[config.mk]
export PLATFORM = sky130hd
export DESIGN_NAME = shared_bus_control
export DESIGN_NICKNAME = d
export VERILOG_FILES = /design/src/rtl/shared_bus_pkg.sv /design/src/rtl/clk_sel_if.sv /design/src/rtl/shared_bus_control.sv /design/src/rtl/clock_switch.sv
export VERILOG_INCLUDE_DIRS = /design/src /design/src/rtl
export SDC_FILE = /design/constraint.sdc
export NUM_CORES = 1
export LEC_CHECK = 0
export BUFFER_PORTS_ARGS = -buffer_cell sky130_fd_sc_hd__buf_2
export CAP_MARGIN = 30
export CORE_ASPECT_RATIO = 0.7
export CORE_UTILIZATION = 47
export CTS_CLUSTER_SIZE = 25
export DETAILED_ROUTE_END_ITERATION = 16
export GPL_TIMING_DRIVEN = 1
export HOLD_SLACK_MARGIN = 0.06
export PLACE_DENSITY_LB_ADDON = 0.25
export SLEW_MARGIN = 10
export SYNTH_ARGS = -nofsm -noshare
export SYNTH_HDL_FRONTEND = slang
export SYNTH_SLANG_ARGS = --single-unit
[constraint.sdc]
create_clock -name aclk -period 1.8 [get_ports aclk]
set_input_delay 0.27 -clock aclk [delete_from_list [all_inputs] [get_ports aclk]]
set_output_delay 0.27 -clock aclk [all_outputs]
set_load 0.1 [all_outputs]
[src/rtl/shared_bus_defs.svh]
/*
  Offsets, field positions, reset values and codes of the shared bus control block.
  Assumes the includer uses the macros with the widths given here.
*/
// Summary of operation
// - Optional shared bus control word sits at byte offset 0E0h.
// - Bits 30..24 switch back-end power per device, bit 24 is device one.
// - Host interface supply is never switched by this word; it stays on.
// - Up to seven devices served; count equals the clock pin count field.
// - Bits 22..20 enable interrupt inputs A, B, C; all clear means interrupt cycle.
// - Enabling an unsupported interrupt input raises no interrupt, but it still clears the interrupt cycle flag.
// - Bits 18..16 pick the one running device clock; zero stops all.
// - Selecting an unimplemented clock output drives no clock.
// - Bits 14..8 give fixed per-device width, zero four lines, one eight.
// - Per-device widths apply only when slot type reports shared bus 10b.
// - Otherwise the extended width bit of host control one selects eight lines.
// - Bits 5..4 report interrupt inputs present: none, A, A-B, A-B-C.
// - Interrupt inputs are active low, asynchronous, wire-ORed and synchronised.
// - Bits 2..0 report clock output count; zero means no shared bus.
// - Old clock stops before new one starts, no overlap, no glitch.
// - Frequency and drive strength change only while all clocks are stopped.
// - One preset value set per device, the selected device's set is visible.
`ifndef SHARED_BUS_DEFS_SVH
`define SHARED_BUS_DEFS_SVH

// ****************************************************************
// Addresses
// ****************************************************************
`define CTRL_OFS 12'h0E0
`define PRESET_FIRST_OFS 12'h060
`define PRESET_LAST_OFS 12'h06C

// ****************************************************************
// Field positions
// ****************************************************************
`define POWER_LSB 24
`define INT_SEL_LSB 20
`define CLK_SEL_LSB 16
`define WIDTH_LSB 8
`define NUM_INT_LSB 4
`define NUM_CLK_LSB 0
`define DRIVE_LSB 14
`define DIV_LSB 0

// ****************************************************************
// Reset values and codes
// ****************************************************************
`define POWER_RST 7'h00
`define INT_SEL_RST 3'h0
`define CLK_SEL_RST 3'h0
`define SLOT_SHARED 2'h2
`define RESP_OKAY 2'h0
`define RESP_DECERR 2'h3
`define MAX_DEVICES 7
`define PRESETS_PER_DEVICE 8

`endif

[src/rtl/shared_bus_pkg.sv]
/*
  Types of the shared bus control block.
  Assumes nothing of its surroundings.
*/
package shared_bus_pkg;

  // ****************************************************************
  // Clock switch states, Gray coded along the run path
  // ****************************************************************
  typedef enum logic [1:0] {
    CLK_RUN = 2'h0,
    CLK_STOP = 2'h1,
    CLK_GAP = 2'h3,
    CLK_START = 2'h2
  } clk_state_e;

  typedef logic [2:0] dev_sel_t;

endpackage : shared_bus_pkg

[src/rtl/clk_sel_if.sv]
/*
  Link between the register bank and the clock switch.
  Assumes both ends run on one clock.
*/
`timescale 1ns/100ps
interface clk_sel_if;
  shared_bus_pkg::dev_sel_t req_sel;
  logic [9:0] req_div;
  logic [1:0] req_drive;
  logic [6:0] dev_clk;
  logic [9:0] div;
  logic [1:0] drive;
  logic busy;

  modport ctrl (output req_sel, output req_div, output req_drive,
                input dev_clk, input div, input drive, input busy);
  modport switcher (input req_sel, input req_div, input req_drive,
                    output dev_clk, output div, output drive, output busy);
endinterface : clk_sel_if

[src/rtl/shared_bus_control.sv]
/*
  Shared bus control register with AXI4-Lite slave, device clock selection,
  back-end power, interrupt input gating and bus width selection.
  Assumes slot type and extended width come from logic on aclk, and the
  interrupt inputs arrive asynchronously from open-drain device pins.
*/
`timescale 1ns/100ps
`include "shared_bus_defs.svh"
module shared_bus_control #(
  parameter logic [2:0] NUM_CLK_PINS = 3'h7,
  parameter logic [1:0] NUM_INT_PINS = 2'h3,
  parameter logic [6:0] BUS_WIDTH_PRESET = 7'h00,
  parameter logic [16*8*7-1:0] PRESETS = '0
) (
  // Clock and reset
  input wire logic aclk,
  input wire logic aresetn,
  // AXI4-Lite write address
  input wire logic [11:0] awaddr,
  input wire logic [2:0] awprot,
  input wire logic awvalid,
  output logic awready,
  // AXI4-Lite write data
  input wire logic [31:0] wdata,
  input wire logic [3:0] wstrb,
  input wire logic wvalid,
  output logic wready,
  // AXI4-Lite write response
  output logic [1:0] bresp,
  output logic bvalid,
  input wire logic bready,
  // AXI4-Lite read address
  input wire logic [11:0] araddr,
  input wire logic [2:0] arprot,
  input wire logic arvalid,
  output logic arready,
  // AXI4-Lite read data
  output logic [31:0] rdata,
  output logic [1:0] rresp,
  output logic rvalid,
  input wire logic rready,
  // Host controller state
  input wire logic [1:0] slot_type,
  input wire logic ext_width_8,
  // Shared interrupt inputs, active low
  input wire logic [2:0] int_n,
  // Device side
  output logic [6:0] backend_power,
  output logic host_interface_supply,
  output logic [6:0] dev_clk,
  output logic [9:0] clk_divider,
  output logic [1:0] drive_strength,
  output logic clk_switching,
  output logic width_8bit,
  output logic int_pending,
  output logic use_interrupt_cycle
);

  // ****************************************************************
  // Fixed capability masks
  // ****************************************************************
  logic [6:0] dev_mask;
  logic [2:0] int_mask;
  genvar g;
  generate
    for (g = 0; g < `MAX_DEVICES; g++) begin : g_dev
      // devices up to clock pin count
      assign dev_mask[g] = (3'(g) < NUM_CLK_PINS);
    end
  endgenerate
  generate
    for (g = 0; g < 3; g++) begin : g_int
      // inputs up to interrupt pin count
      assign int_mask[g] = (2'(g) < NUM_INT_PINS);
    end
  endgenerate

  // ****************************************************************
  // State
  // ****************************************************************
  logic aw_held, next_aw_held;
  logic [11:0] aw_addr, next_aw_addr;
  logic w_held, next_w_held;
  logic [31:0] w_data, next_w_data;
  logic [3:0] w_strb, next_w_strb;
  logic next_awready, next_wready, next_arready;
  logic next_bvalid, next_rvalid;
  logic [1:0] next_bresp, next_rresp;
  logic [31:0] next_rdata;
  logic [6:0] power, next_power;
  logic [2:0] int_sel, next_int_sel;
  shared_bus_pkg::dev_sel_t clk_sel, next_clk_sel;
  logic [2:0] int_meta, int_sync;
  logic [6:0] next_backend_power;
  logic next_width_8bit, next_int_pending, next_use_interrupt_cycle;
  logic [31:0] ctrl_word;
  logic do_write;
  shared_bus_pkg::dev_sel_t eff_sel;
  logic [15:0] sel_init_preset;
  logic [11:0] ar_ofs;
  logic [1:0] ar_idx;
  int dev_base;

  clk_sel_if link ();

  // ****************************************************************
  // Register image
  // ****************************************************************
  // reserved bits zero
  assign ctrl_word = {1'b0, power, 1'b0, int_sel, 1'b0, clk_sel, 1'b0, BUS_WIDTH_PRESET & dev_mask,
                      2'h0, NUM_INT_PINS, 1'b0, NUM_CLK_PINS};
  assign eff_sel = (clk_sel > NUM_CLK_PINS) ? 3'h0 : clk_sel;
  assign dev_base = (eff_sel == 3'h0) ? 0 : (int'(eff_sel) - 1) * `PRESETS_PER_DEVICE * 16;
  assign sel_init_preset = (eff_sel == 3'h0) ? 16'h0000 : PRESETS[dev_base +: 16];
  assign ar_ofs = araddr - `PRESET_FIRST_OFS;
  assign ar_idx = ar_ofs[3:2];
  assign do_write = aw_held && w_held && !bvalid;

  // ****************************************************************
  // Address decode
  // ****************************************************************
  logic aw_is_ctrl, aw_is_preset, ar_is_ctrl, ar_is_preset;
  assign aw_is_ctrl = (aw_addr[11:2] == 10'(`CTRL_OFS >> 2));
  assign aw_is_preset = (aw_addr[11:2] >= 10'(`PRESET_FIRST_OFS >> 2)) &&
                        (aw_addr[11:2] <= 10'(`PRESET_LAST_OFS >> 2));
  assign ar_is_ctrl = (araddr[11:2] == 10'(`CTRL_OFS >> 2));
  assign ar_is_preset = (araddr[11:2] >= 10'(`PRESET_FIRST_OFS >> 2)) &&
                        (araddr[11:2] <= 10'(`PRESET_LAST_OFS >> 2));

  // ****************************************************************
  // Next values
  // ****************************************************************
  always_comb begin
    next_aw_held = aw_held;
    next_aw_addr = aw_addr;
    next_w_held = w_held;
    next_w_data = w_data;
    next_w_strb = w_strb;
    next_bvalid = bvalid;
    next_bresp = bresp;
    next_rvalid = rvalid;
    next_rdata = rdata;
    next_rresp = rresp;
    next_power = power;
    next_int_sel = int_sel;
    next_clk_sel = clk_sel;
    if (awvalid && awready) begin
      next_aw_held = 1'b1;
      next_aw_addr = awaddr;
    end
    if (wvalid && wready) begin
      next_w_held = 1'b1;
      next_w_data = wdata;
      next_w_strb = wstrb;
    end
    if (bvalid && bready) begin
      next_bvalid = 1'b0;
    end
    if (do_write) begin
      next_aw_held = 1'b0;
      next_w_held = 1'b0;
      next_bvalid = 1'b1;
      next_bresp = `RESP_DECERR;
      if (aw_is_ctrl) begin
        next_bresp = `RESP_OKAY;
        if (w_strb[3]) begin
          next_power = w_data[`POWER_LSB +: 7];
        end
        if (w_strb[2]) begin
          next_int_sel = w_data[`INT_SEL_LSB +: 3];
          next_clk_sel = w_data[`CLK_SEL_LSB +: 3];
        end
      end else if (aw_is_preset) begin
        next_bresp = `RESP_OKAY;
      end
    end
    if (rvalid && rready) begin
      next_rvalid = 1'b0;
    end
    if (arvalid && arready) begin
      next_rvalid = 1'b1;
      next_rresp = `RESP_OKAY;
      next_rdata = 32'h0000_0000;
      if (ar_is_ctrl) begin
        next_rdata = ctrl_word;
      end else if (ar_is_preset) begin
        if (eff_sel != 3'h0) begin
          next_rdata = PRESETS[dev_base + int'(ar_idx) * 32 +: 32];
        end
      end else begin
        next_rresp = `RESP_DECERR;
      end
    end
    next_awready = !next_aw_held;
    next_wready = !next_w_held;
    next_arready = !next_rvalid;
    next_backend_power = power & dev_mask;
    if (slot_type == `SLOT_SHARED) begin
      next_width_8bit = (eff_sel != 3'h0) && BUS_WIDTH_PRESET[eff_sel - 3'h1];
    end else begin
      next_width_8bit = ext_width_8;
    end
    next_int_pending = |(~int_sync & int_sel & int_mask);
    next_use_interrupt_cycle = (int_sel == 3'h0);
  end

  // ****************************************************************
  // Registers
  // ****************************************************************
  always_ff @(posedge aclk) begin
    if (!aresetn) begin
      aw_held <= 1'b0;
      aw_addr <= 12'h000;
      w_held <= 1'b0;
      w_data <= 32'h0000_0000;
      w_strb <= 4'h0;
      awready <= 1'b0;
      wready <= 1'b0;
      arready <= 1'b0;
      bvalid <= 1'b0;
      bresp <= `RESP_OKAY;
      rvalid <= 1'b0;
      rdata <= 32'h0000_0000;
      rresp <= `RESP_OKAY;
      power <= `POWER_RST;
      int_sel <= `INT_SEL_RST;
      clk_sel <= `CLK_SEL_RST;
      backend_power <= 7'h00;
      host_interface_supply <= 1'b0;
      width_8bit <= 1'b0;
      int_pending <= 1'b0;
      use_interrupt_cycle <= 1'b1;
    end else begin
      aw_held <= next_aw_held;
      aw_addr <= next_aw_addr;
      w_held <= next_w_held;
      w_data <= next_w_data;
      w_strb <= next_w_strb;
      awready <= next_awready;
      wready <= next_wready;
      arready <= next_arready;
      bvalid <= next_bvalid;
      bresp <= next_bresp;
      rvalid <= next_rvalid;
      rdata <= next_rdata;
      rresp <= next_rresp;
      power <= next_power;
      int_sel <= next_int_sel;
      clk_sel <= next_clk_sel;
      backend_power <= next_backend_power;
      host_interface_supply <= 1'b1;
      width_8bit <= next_width_8bit;
      int_pending <= next_int_pending;
      use_interrupt_cycle <= next_use_interrupt_cycle;
    end
  end

  // ****************************************************************
  // Interrupt input synchroniser
  // ****************************************************************
  // two-stage sync
  always_ff @(posedge aclk) begin
    if (!aresetn) begin
      int_meta <= 3'h7;
      int_sync <= 3'h7;
    end else begin
      int_meta <= int_n;
      int_sync <= int_meta;
    end
  end

  // ****************************************************************
  // Clock switch
  // ****************************************************************
  assign link.req_sel = eff_sel;
  assign link.req_div = sel_init_preset[`DIV_LSB +: 10];
  assign link.req_drive = sel_init_preset[`DRIVE_LSB +: 2];

  clock_switch u_clock_switch (
    .aclk(aclk),
    .aresetn(aresetn),
    .link(link.switcher)
  );

  assign dev_clk = link.dev_clk;
  assign clk_divider = link.div;
  assign drive_strength = link.drive;
  assign clk_switching = link.busy;

  logic unused_ok;
  assign unused_ok = ^{awprot, arprot, ar_ofs[11:4], ar_ofs[1:0], aw_addr[1:0],
                       w_strb[1:0], w_data[31], w_data[23], w_data[19],
                       w_data[15:0]};

endmodule : shared_bus_control

[src/rtl/clock_switch.sv]
/*
  Glitch-free device clock switch with divider.
  Assumes the requested selection is already limited to implemented outputs.
*/
`timescale 1ns/100ps
module clock_switch (
  // Clock and reset
  input wire logic aclk,
  input wire logic aresetn,
  // Link to register bank
  clk_sel_if.switcher link
);

  shared_bus_pkg::clk_state_e state, next_state;
  shared_bus_pkg::dev_sel_t cur_sel, next_cur_sel;
  logic [9:0] count, next_count;
  logic [9:0] div, next_div;
  logic [1:0] drive, next_drive;
  logic phase, next_phase;
  logic [6:0] dev_clk, next_dev_clk;
  logic busy, next_busy;
  logic toggle;

  // ****************************************************************
  // Next state
  // ****************************************************************
  always_comb begin
    next_state = state;
    next_cur_sel = cur_sel;
    next_count = count;
    next_div = div;
    next_drive = drive;
    next_phase = phase;
    toggle = (count >= div) || (div == 10'h000);
    if ((state == shared_bus_pkg::CLK_RUN || state == shared_bus_pkg::CLK_STOP) && cur_sel != 3'h0) begin
      next_count = toggle ? 10'h000 : count + 10'h001;
      next_phase = toggle ? ~phase : phase;
    end
    case (state)
      shared_bus_pkg::CLK_RUN: begin
        if (link.req_sel != cur_sel) begin
          next_state = shared_bus_pkg::CLK_STOP;
        end
      end
      shared_bus_pkg::CLK_STOP: begin
        if (!phase) begin
          next_phase = 1'b0;
          next_cur_sel = 3'h0;
          next_state = shared_bus_pkg::CLK_GAP;
        end
      end
      shared_bus_pkg::CLK_GAP: begin
        next_div = link.req_div;
        next_drive = link.req_drive;
        next_count = 10'h000;
        next_state = shared_bus_pkg::CLK_START;
      end
      shared_bus_pkg::CLK_START: begin
        next_cur_sel = link.req_sel;
        next_state = shared_bus_pkg::CLK_RUN;
      end
      default: begin
        next_state = shared_bus_pkg::CLK_STOP;
      end
    endcase
    for (int i = 0; i < 7; i++) begin
      next_dev_clk[i] = next_phase && (next_cur_sel == 3'(i + 1));
    end
    next_busy = (next_state != shared_bus_pkg::CLK_RUN);
  end

  // ****************************************************************
  // Registers
  // ****************************************************************
  always_ff @(posedge aclk) begin
    if (!aresetn) begin
      state <= shared_bus_pkg::CLK_RUN;
      cur_sel <= 3'h0;
      count <= 10'h000;
      div <= 10'h000;
      drive <= 2'h0;
      phase <= 1'b0;
      dev_clk <= 7'h00;
      busy <= 1'b0;
    end else begin
      state <= next_state;
      cur_sel <= next_cur_sel;
      count <= next_count;
      div <= next_div;
      drive <= next_drive;
      phase <= next_phase;
      dev_clk <= next_dev_clk;
      busy <= next_busy;
    end
  end

  assign link.dev_clk = dev_clk;
  assign link.div = div;
  assign link.drive = drive;
  assign link.busy = busy;

endmodule : clock_switch

# == Word level (Yosys, flattened, before mapping) ==
# Memory sizes are Yosys's and may differ from the RTL's.
# Index checks and enable logic that the tools add are counted.
# totals
n_memories,1
input_bits,79
regBits,156
mem_bits_rw,0
mem_bits_ro,8
output_inout_bits,72
wordCells,131
latch_bits,0
# classes
order_cmp,7
add_sub_neg,5
bitwise_logic,4
eq_ne,14
reduce_logical,36
mul,0
n_div,0
n_shift,2
mux,31
# memory_table
name,depth,word_bits,read_ports,rd_clocked_by_memory_dff,write_ports,line_no,text
(no name shown),8,1,1,0,0,shared_bus_control.sv:199,next_width_8bit = (eff_sel != 3'h0) && BUS_WIDTH_PRESET[eff_sel - 3'h1];
# op_table
operator,count
"indexed part select 896 x 32 -> 16 bit, first input constant",1
"indexed part select 896 x 32 -> 32 bit, first input constant",1
two-way mux 32 bit,4
adder 32 x 8 -> 32 bit,1
"equality test 10 x 6 -> 1 bit, second input constant",2
"greater-or-equal comparator 10 x 5 -> 1 bit, second input constant",2
"less-or-equal comparator 10 x 5 -> 1 bit, second input constant",2
logical AND 1 bit,18
two-way mux 16 bit,1
two-way mux 1 bit,15
"equality test 3 bit, second input constant",4
two-way mux 2 bit,6
"adder 10 x 1 -> 10 bit, second input constant",1
greater-or-equal comparator 10 bit,1
logical NOT 10 bit,1
two-way mux 10 bit,1
case mux 2 bit (4 select lines),1
"equality test 2 bit, second input constant",3
"equality test 3 x 2 -> 1 bit, second input constant",2
logical NOT 3 bit,2
two-way mux 3 bit,2
case mux 3 bit (2 select lines),1
AND reduction 3 bit,2
nonzero test 3 bit,2
17 further kinds,23

# == Depth between registers and ports, before layout ==
# Gate-level depths: netlist of run 1.
# logic_depth
ltp_word,9
ltp_mapped,6
mapped_depth_nobuf,6

# == Hierarchy ==
# Synthesis of run 1 repeated with hierarchy kept, for this count alone.
# unflattened
hier_cells,523
area_unflattened_um2,4832.1
# by_module_without_submodules
module,cells_each,area_each_um2,seq_area_each_um2,instances
shared_bus_control,322,2932.8,1561.5,1
clock_switch,201,1899.3,720.7,1

# == Worst setup path before layout of run 1 ==
# Ideal clock, no wire load.
# synth_path
path_type,register to register
startpoint,register arready
endpoint,register rdata[21]
setup_time_ps,68
path_buffers,2
setup_slack_ps,-360
path_stages_with_launch,7
synth_period_minus_slack_ps,2160
required_time_ps,1732
arrival_time_ps,2092
cell_sequence,dfxtp_1 > nand2_1 > and4b_1 > buf_2 > buf_2 > a22oi_1 > nor2_1
# synth_between
elab_chain_cells,1
# synth_rtl
element,line_no,text
from (decl),shared_bus_control.sv:36,"output logic arready,"
from (signal assigned),shared_bus_control.sv:241,arready <= next_arready;
logical AND 1 bit,shared_bus_control.sv:180,if (arvalid && arready) begin
to (signal assigned),shared_bus_control.sv:245,rdata <= next_rdata;
to (decl),shared_bus_control.sv:38,"output logic [31:0] rdata,"
# No other way between the ends.
# A chain may end at the register's enable or synchronous reset.

# == Worst setup path in the final report of run 1 ==
# layout_path
startpoint,register u_clock_switch.state[1]
endpoint,register u_clock_switch.dev_clk[3] (netlist: u_clock_switch.link.dev_clk[3])
# layout_between
elab_chain_cells,7
word_cells_on_any_way,11
classes_between,3 x eq/ne; 4 x mux; 4 x reduce/logical
# layout_rtl
element,line_no,text
from (decl),clock_switch.sv:14,"shared_bus_pkg::clk_state_e state, next_state;"
from (signal assigned),clock_switch.sv:77,state <= shared_bus_pkg::CLK_RUN;
from (signal assigned),clock_switch.sv:86,state <= next_state;
equality test 2 x 1 -> 1 bit / logical NOT 2 bit (equally long branches),"clock_switch.sv:35, clock_switch.sv:39",
logical OR 1 bit,clock_switch.sv:35,if ((state == shared_bus_pkg::CLK_RUN || state == shared_bus_pkg::CLK_STOP) && cur_sel != 3'h0) begin
logical AND 1 bit,clock_switch.sv:35,
two-way mux 1 bit,clock_switch.sv:35,
two-way mux 1 bit,clock_switch.sv:46,if (!phase) begin
two-way mux 1 bit,clock_switch.sv:39,case (state)
logical AND 1 bit (*),clock_switch.sv:67,next_dev_clk[i] = next_phase && (next_cur_sel == 3'(i + 1));
to (signal assigned),clock_switch.sv:92,dev_clk <= next_dev_clk;
to (decl),clock_switch.sv:20,"logic [6:0] dev_clk, next_dev_clk;"
# Every way passes the cells marked *; elsewhere a longest branch is shown, timed or not.

==> run_results.csv, run 1 <==
group,metric,value,unit
run_status,status,"finished, final reports clean",
pwr,pwr-share-comb,19.6,%
sta,relSlewSlack,60.9,%
global_routing,grt_pass1_wl,11.2,mm
final_layout,final_cell_mix,"buf_2, dfxtp_1, nand2_1, nor2_1, a21oi_1",
sta,maxSlewViolCount,0,
routing,wl_met3,597,microns
clock_network,cts-htree-levels,3,
synthesis,synth_edf_count,0,
synthesis,synth_top_area_share,52.4,%
pwr,p_int,3140,uW
final_layout,final_common_cell,"buf_2",
routing,vias_per_cell,4.80,
synthesis,syn-cell-area,3510,sq um
critical_path,rr_worst_depth,6,
global_routing,gr-usage-all-layers,18.9,%
clock_network,cts_made_buffers,9,
synthesis,ys_types,42,
routing,routed-wl-met2,2.99,mm
critical_path,endpoint,"u_clock_switch.link.dev_clk[3]",
routing,vias,2760,
pwr,vdd_drop_max,0.409,mV
routing,drt-initial-drc-count,208,
critical_path,cp_max_fo,5,
pwr,power.share.sequential,47.3,%
pwr,switching_power,1440,uW
final_layout,fin_cells,575,
sta,finalSetupViolations,0,
final_layout,final_nets,559,
final_layout,fin_area,4190,sq um
die,initial_core_util,50.3,%
global_routing,grt_overflow,0,
pwr,swShare,31.4,%
die,die_y,74.3,microns
min_path,hold_class,"primary input to flop",
die,rows,25,
synthesis,synth_seq_area_share,52.4,%
routing,ant_nets,0,
placement,dp_hpwl,5.15,mm
critical_path,crit_chain,"inv_1, ha_2, or3b_4, o32ai_4, nand2b_4, nor3_2",
routing,drcViolationCount,0,
sta,worst_pin_slew,0.587,ns
synthesis,synth_top_area_cell,"dfxtp_1",
pwr,total_power,4580,uW
clock_network,clk-insertion-delay-late,0.35,ns
clock_network,clock-sinks,92,
critical_path,cp-startpoint,"u_clock_switch.state[1]",
routing,top_layer_used,"met4",
pwr,p_clk_share,33.1,%
global_routing,grt_max_degree,47,
die,boundaryPins,151,
clock_network,root_buffer,"clkbuf_8",
critical_path,crit_family,"simple AND/OR/NAND/NOR gates",
sta,fin_crit_sh,96.4,%
placement,post_dp_cell_area,3930,sq um
final_layout,area_delta_synth_final,19.2,%
pwr,p_per_area,1090,nW/um^2
critical_path,critPathBufInv,1,
global_routing,grt_pass1_vias,2422,
min_path,hold_start,"int_n[2]",
routing,drt-total-wl,7.08,mm
placement,place_inst,558,
critical_path,slowest_delay,0.39,ns
clock_network,cts_tree,"yes",
critical_path,cp_num_cells,6,
critical_path,worstSetupPathType,"flop to flop",
sta,holdWs,0.0898,ns
final_layout,layout-drive-gt1-share,27.4,%
synthesis,yosysWarnings,0,
final_layout,diodes,0,
routing,wl_met1,3.41,mm
pwr,p_leak,0.00200,uW
global_routing,antenna_found_initial,0,
run,drv_cap,0,
critical_path,cp_slowest_cell,"or3b_4",
critical_path,rrSetupSlack,0.06,ns
synthesis,synthTopCellsByArea,"dfxtp_1, nand2_1, buf_4, a21oi_1, mux2i_1",
sta,fmax,576,MHz
routing,firstDrtPassIters,4,
sta,rsz0062_at_grt,"true",
synthesis,ys.flop_type,"dfxtp_1",
placement,finalWeightedCongestion,0.814,
clock_network,cts_buffer_depth,2,
clock_network,path_clk_slew,0.09,ns
critical_path,start_kind,"flop",
sta,fin_crit,1.74,ns
sta,hold_viol_final,0,
synthesis,avgSynthCellArea,9.03,sq um
synthesis,netlist_instances,389,
sta,setup-tns-final,0,ns
critical_path,worstReg2RegEnd,"u_clock_switch.link.dev_clk[3]",
critical_path,r2r-start,"u_clock_switch.state[1]",
routing,wl_per_cell,12.3,microns
synthesis,async_reset_ff_share,0,%
die,floorplan.die.width,105,microns
sta,clock_skew,0.00587,ns
critical_path,crit_required,2.09,ns
critical_path,critical_path_arrival,2.02,ns
die,core_area,6980,sq um
die,die_area,7830,sq um
synthesis,synth-seq-cells,92,
placement,port_buffers,93,
critical_path,cp-end-kind,"flop",
==> cell families (layout without fill, tap and decap cells) <==
family	Yosys count	count (layout)	synth area share (%)
buf+inv	64	131	10.4
flops	92	92	52.4
compound gates	61	61	11.5
mux	13	13	3.70
xor+xnor	3	3	0.748
fa+ha+maj	4	4	1.43
other cells	1	26	0.107
simple gates	151	151	19.7
==> worst min-delay path by stage <==
stage / endpoint / slack (ns) / cells after the start
after floorplan: host_interface_supply / 0.30 / 0
after global placement: int_sync[2] / 0.39 / 1
after detailed placement: int_sync[2] / 0.39 / 1
after CTS: int_meta[2] / 0.07 / 2
after global routing: int_meta[2] / 0.07 / 2
final: int_meta[2] / 0.09 / 2
==> sequential cells by signal, summed over array words and instances (netlist names), 2 cells and up <==
register	cells
aw_addr	10
backend_power	7
clk_sel	3
int_meta	3
int_sel	3
int_sync	3
next_backend_power	7
rdata	14
u_clock_switch.cur_sel	3
u_clock_switch.link.dev_clk	7
u_clock_switch.state	2
w_data	13
w_strb	2
==> metrics by stage <==
stage | setup slack, ns | utilization, %
floorplan | 0.00304 | -
global placement | 0.122 | 56.3
detailed placement | 0.0691 | 56.3
CTS | 0.0390 | 59.7
global route | -0.0118 | 60.0
finish | 0.0640 | 60.0
==> layout make-up <==
type	count	area [sq um]
timing repair buffer	100	520
clock buffer	10	128
sequential	92	1850
tap	94	118
fill	620	2790
clock inverter	6	95.1
multi-input combinational	258	1420
inverter	15	58.8
==> worst reg2reg max path, delay by kind of cell (launching register included) <==
kind | cells | cell delay [ns]
AND/OR/NAND/NOR | 3 | 0.67
AO/OA/AOI/OAI | 1 | 0.38
flip-flops | 1 | 0.35
buffers and inverters | 1 | 0.07
adder cells (fa/ha/maj) | 1 | 0.20
==> power groups by stage <==
stage	logic, uW	clock network [uW]	registers, uW
3_5_place_dp	863	0	2210
2_1_floorplan	602	0	2350
5_1_grt	955	1630	2170
4_1_cts	866	1550	2160
6_report	898	1510	2160
3_3_place_gp	849	0	2200
==> metal layers <==
metal / vias to the layer above / track usage [%]
met5: - / 0
met4: 0 / 7.04
met3: 12 / 5.87
met2: 115 / 28.6
met1: 1238 / 25.5
li1: 1395 / -
==> Yosys cell counts, types with 2 or more instances <==
master	number
buf_2	2
nand2_1	84
nor2_1	34
nor3b_1	5
buf_4	32
nand4_2	2
a21oi_1	30
inv_1	14
dfxtp_1	92
clkbuf_1	14
nand2b_1	9
xnor2_1	3
a22oi_1	13
a31oi_1	2
nor3_1	2
a32o_1	2
mux2i_1	13
ha_1	4
and2_1	4
o21ai_0	6
==> timing repair <==
item                                    in CTS  in global routing
hold endpoints to repair                     1                  0
endpoints found under the setup margin       0                  6
buffers inserted                             0                  0
hold buffers                                 1                  0
resized for setup                            0                  7
(Power assumes the default switching activity.)
==> run 2: changes to the inputs <==
--- a/config.mk
+++ b/config.mk
@@ -8,8 +8,10 @@
 export LEC_CHECK = 0
 export BUFFER_PORTS_ARGS = -buffer_cell sky130_fd_sc_hd__buf_2
 export CAP_MARGIN = 30
-export CORE_ASPECT_RATIO = 0.7
-export CORE_UTILIZATION = 47
+export CELL_PAD_IN_SITES_DETAIL_PLACEMENT = 0
+export CELL_PAD_IN_SITES_GLOBAL_PLACEMENT = 1
+export CORE_ASPECT_RATIO = 0.5
+export CORE_UTILIZATION = 34
 export CTS_CLUSTER_SIZE = 25
 export DETAILED_ROUTE_END_ITERATION = 16
 export GPL_TIMING_DRIVEN = 1
==> run_results.csv, run 2 (synthesis results as in run 1) <==
group,metric,value,unit
run_status,status,"finished, final reports clean",
pwr,switching_power,1490,uW
clock_network,cts-htree-levels,3,
final_layout,diodes,0,
routing,vias,2732,
sta,fin_crit_sh,92.2,%
min_path,hold_class,"primary input to flop",
global_routing,grt_max_degree,47,
pwr,vdd_drop_max,0.417,mV
sta,fin_crit,1.66,ns
clock_network,path_clk_slew,0.07,ns
final_layout,final_util,44.4,%
sta,hold_viol_final,0,
sta,rsz0062_at_grt,"true",
critical_path,cp-end-kind,"flop",
clock_network,clk-insertion-delay-late,0.34,ns
sta,fmax,602,MHz
clock_network,clock-sinks,92,
pwr,swShare,29.5,%
global_routing,grt_pass1_wl,11.3,mm
final_layout,final_cell_mix,"buf_2, dfxtp_1, nand2_1, nor2_1, a21oi_1",
critical_path,crit_family,"compound AO/OA/AOI/OAI gates",
final_layout,area_delta_synth_final,23.0,%
pwr,p_clk_share,39.4,%
die,core_area,9730,sq um
routing,drt-initial-drc-count,133,
critical_path,crit_required,2.03,ns
die,die_y,73.9,microns
critical_path,start_kind,"flop",
global_routing,grt_overflow,0,
placement,finalWeightedCongestion,0.713,
die,rows,25,
routing,drcViolationCount,0,
pwr,p_leak,0.00205,uW
final_layout,regMostFlops,"rdata",
clock_network,hold_buffers,0,
critical_path,crit_chain,"inv_1, ha_1, a21bo_2, a32oi_1, nand2b_2, nor3_2",
placement,dp_hpwl,5.13,mm
final_layout,final_common_cell,"buf_2",
die,die_area,10800,sq um
clock_network,cts_tree,"yes",
routing,firstDrtPassIters,4,
global_routing,gr-usage-all-layers,13.8,%
sta,relSlewSlack,62.3,%
routing,wl_per_cell,11.6,microns
sta,worst_pin_slew,0.565,ns
routing,ant_nets,0,
die,initial_core_util,36.1,%
die,floorplan.die.width,146,microns
critical_path,slowest_delay,0.38,ns
sta,clock_skew,0.00686,ns
critical_path,worstSetupPathType,"flop to flop",
critical_path,cp_slowest_cell,"dfxtp_2",
pwr,power.share.sequential,43.0,%
pwr,total_power,5030,uW
pwr,pwr-share-comb,17.5,%
final_layout,final_nets,561,
clock_network,root_buffer,"clkbuf_16",
final_layout,largest_register_ffs,14,
global_routing,antenna_found_initial,0,
global_routing,grt_pass1_vias,2284,
run,drv_cap,0,
clock_network,cts_buffer_depth,2,
critical_path,critPathBufInv,1,
final_layout,layout-drive-gt1-share,27.1,%
final_layout,top_regs,"rdata (14), w_data (13), aw_addr (10)",
pwr,p_per_area,1160,nW/um^2
routing,vias_per_cell,4.42,
sta,maxSlewViolCount,0,
routing,drt-total-wl,7.15,mm
die,boundaryPins,151,
clock_network,cts_made_buffers,9,
critical_path,cp_max_fo,5,
placement,port_buffers,93,
pwr,p_int,3550,uW
critical_path,critical_path_arrival,1.89,ns
sta,finalSetupViolations,0,
-- run 2: changes by cell type in the layout (fill, tap and decap cells not counted), moves of 2 or more --
cell and delta:
buf_4 +3, clkinv_2 +3, clkbuf_16 +9, inv_6 -2, clkbuf_8 -9
-- run 2: what timing repair did --
item                                    in CTS  in global routing
gates resized for setup                      0                  1
endpoints found under the setup margin       0                  6
buffers inserted                             0                  0
-- run 2: final timing paths --
kind	startpoint	endpoint	slack (ns)	depth (start not counted)
max reg2reg	u_clock_switch.state[0]	u_clock_switch.link.dev_clk[3]	0.14	6
min reg2reg	int_meta[0]	int_sync[0]	0.41	1
max	u_clock_switch.state[0]	u_clock_switch.link.dev_clk[3]	0.14	6
min	int_n[0]	int_meta[0]	0.11	2
-- run 2: per-stage QoR --
| step | hold WS, ns | worst slack, ns | instance area, sq um | std cells | TNS [ns] |
|---|---|---|---|---|---|
| final | 0.111 | 0.140 | 4320 | 618 | 0 |
| after global routing | 0.108 | -0.000657 | 4320 | 618 | -0.000657 |
| after CTS | 0.0995 | 0.0697 | 4320 | 618 | 0 |
| after detailed placement | 0.396 | 0.0896 | 4000 | 602 | 0 |
| after global placement | 0.395 | 0.116 | 4000 | 602 | 0 |
| after floorplan | 0.298 | 0.00304 | 3610 | 414 | 0 |
-- run 2: routing by layer --
layer  routed length, microns  up-vias  GRT usage, %
li1                         -     1398             -
met1                     3540     1220          18.1
met2                     2910      103          19.9
met3                      602       11          5.59
met4                       95        0          5.61
met5                        0        -             0
-- run 2: power groups by stage --
stage          logic [uW]  registers (uW)  clock network (uW)
6_report              882            2160                1980
5_1_grt               954            2170                2130
4_1_cts               887            2160                2040
3_5_place_dp          887            2210                   0
3_3_place_gp          881            2200                   0
2_1_floorplan         602            2350                   0
-- run 2: area by class of cell --
class | count | area (sq um)
inverter | 15 | 58.8
clock buffer | 9 | 225
tap | 135 | 169
multi-input combinational | 258 | 1400
fill | 1025 | 5410
clock inverter | 7 | 91.3
sequential | 92 | 1850
timing repair buffer | 102 | 533
==> run 3: changes to the inputs <==
--- a/config.mk
+++ b/config.mk
@@ -16,7 +16,7 @@
 export DETAILED_ROUTE_END_ITERATION = 16
 export GPL_TIMING_DRIVEN = 1
 export HOLD_SLACK_MARGIN = 0.06
-export PLACE_DENSITY_LB_ADDON = 0.25
+export PLACE_DENSITY_LB_ADDON = 0.1
 export SLEW_MARGIN = 10
 export SYNTH_ARGS = -nofsm -noshare
 export SYNTH_HDL_FRONTEND = slang
==> constraint.sdc (replaced) <==
create_clock -name aclk -period 1.6 [get_ports aclk]
set_input_delay 0.24 -clock aclk [delete_from_list [all_inputs] [get_ports aclk]]
set_output_delay 0.24 -clock aclk [all_outputs]
set_load 0.1 [all_outputs]
==> run_results.csv, run 3 (synthesis results as in run 1) <==
group,metric,value,unit
clock_network,root_buffer,"clkbuf_16",
sta,relSlewSlack,61.1,%
clock_network,clock-sinks,92,
global_routing,grt_pass1_wl,12.2,mm
sta,setup_ws,0.0496,ns
critical_path,critical_path_arrival,1.78,ns
min_path,hold_class,"primary input to flop",
clock_network,cts_tree,"yes",
global_routing,gr-usage-all-layers,14.6,%
routing,wl_per_cell,12.3,microns
routing,drcViolationCount,0,
placement,dp_hpwl,5.22,mm
die,floorplan.die.width,146,microns
sta,fmax,645,MHz
clock_network,clk-insertion-delay-late,0.33,ns
clock_network,path_clk_slew,0.06,ns
placement,port_buffers,93,
clock_network,cts_buffer_depth,2,
die,die_area,10800,sq um
critical_path,cp-end-kind,"flop",
sta,maxSlewViolCount,0,
final_layout,layout-drive-gt1-share,32.1,%
final_layout,largest_register_ffs,14,
run,drv_cap,0,
sta,fin_crit,1.55,ns
sta,worst_pin_slew,0.583,ns
critical_path,cp_max_fo,5,
global_routing,grt_pass1_vias,2395,
die,initial_core_util,36.1,%
die,die_y,73.9,microns
pwr,p_per_area,1300,nW/um^2
run_status,status,"finished, final reports clean",
sta,hold_viol_final,0,
routing,ant_nets,0,
global_routing,antenna_found_initial,0,
placement,dp_slack,-0.0433,ns
routing,vias,2759,
final_layout,regMostFlops,"rdata",
critical_path,start_kind,"flop",
routing,drt-total-wl,7.70,mm
pwr,p_leak,0.00214,uW
sta,finalSetupViolations,0,
routing,vias_per_cell,4.40,
final_layout,top_regs,"rdata (14), w_data (13), aw_addr (10)",
global_routing,grt_overflow,0,
critical_path,worstSetupPathType,"flop to flop",
sta,rsz0062_at_grt,"false",
pwr,vdd_drop_max,0.588,mV
final_layout,final_cell_mix,"buf_2, nand2_1, dfxtp_1, nor2_1, a21oi_1",
routing,drt-initial-drc-count,92,
die,rows,25,
routing,firstDrtPassIters,4,
sta,fin_crit_sh,96.9,%
final_layout,n_fill_cell,1009,
clock_network,cts-htree-levels,3,
clock_network,cts_made_buffers,9,
sta,setup-tns-final,0,ns
final_layout,final_nets,570,
final_layout,final_common_cell,"buf_2",
critical_path,crit_required,1.83,ns
die,core_area,9730,sq um
final_layout,diodes,0,
global_routing,grt_max_degree,47,
die,boundaryPins,151,
sta,clock_skew,0.00404,ns
final_layout,area_delta_synth_final,28.8,%
placement,finalWeightedCongestion,0.775,
[run 3: changes by cell type in the layout (fill, tap and decap cells not counted), moves of 3 or more]
cell	previous run	this run
buf_4	9	15
dfxtp_1	89	83
clkbuf_8	0	4
dfxtp_2	3	7
nand2b_4	0	3
[run 3: area by class of cell]
| class | instances | area (sq um) | share of cell area, % |
|---|---|---|---|
| clock buffer | 13 | 280 | 6.20 |
| clock inverter | 3 | 42.5 | 0.941 |
| inverter | 15 | 61.3 | 1.36 |
| multi-input combinational | 258 | 1480 | 32.8 |
| sequential | 92 | 1860 | 41.1 |
| tap | 135 | 169 | 3.73 |
| timing repair buffer | 111 | 628 | 13.9 |
[run 3: path summary, 6_finish.rpt]
check / startpoint / to / slack, ns / depth (start not counted)
worst min register to register: int_meta[1] / int_sync[1] / 0.41 / 1
worst max-delay path: u_clock_switch.state[0] / u_clock_switch.link.dev_clk[1] / 0.05 / 7
worst max register to register: u_clock_switch.state[0] / u_clock_switch.link.dev_clk[1] / 0.05 / 7
worst min-delay path: int_n[1] / int_meta[1] / 0.09 / 2
[run 3: timing repair]
action / CTS / global route
setup buffers: 0 / 1
endpoints found under the hold margin: 1 / 0
endpoints found under the setup margin: 6 / 9
resized for setup: 9 / 12
hold buffers: 1 / 0
pin swaps: 2 / 5
[run 3: per-stage QoR]
step                      hold WS (ns)  utilization, %  instance area (sq um)  total power, uW  cells
after floorplan                  0.268               -                   3620             3330    414
after global placement           0.396            41.9                   4080             3560    609
after detailed placement         0.392            41.9                   4080             3570    609
after CTS                       0.0729            45.6                   4440             5870    626
after global routing            0.0762            46.5                   4520             6140    627
final                           0.0875            46.5                   4520             5870    627
[run 3: metal layers]
layer	wire, microns	share of wire [%]	track usage [%]	vias to the layer above
met1	3760	49	19.9	1261
met5	0	0	0	-
met2	3500	46	22.0	75
met4	66	0.86	5.96	0
met3	371	4.8	3.98	5
li1	-	-	-	1418
[run 3: worst max-delay path, cell delays in order, from the launching register on]
cell	delay, ns
dfxtp_4	0.39
inv_4	0.05
ha_4	0.25
a21bo_2	0.25
a32o_2	0.28
buf_12	0.14
nand2b_4	0.05
nor2_1	0.04
[run 3: power breakdown]
group	total (uW)	switching (uW)	internal (uW)	leakage (uW)
logic	1190	827	364	0.00123
registers	2440	55.5	2390	0.000751
clock network	2240	857	1380	0.000158
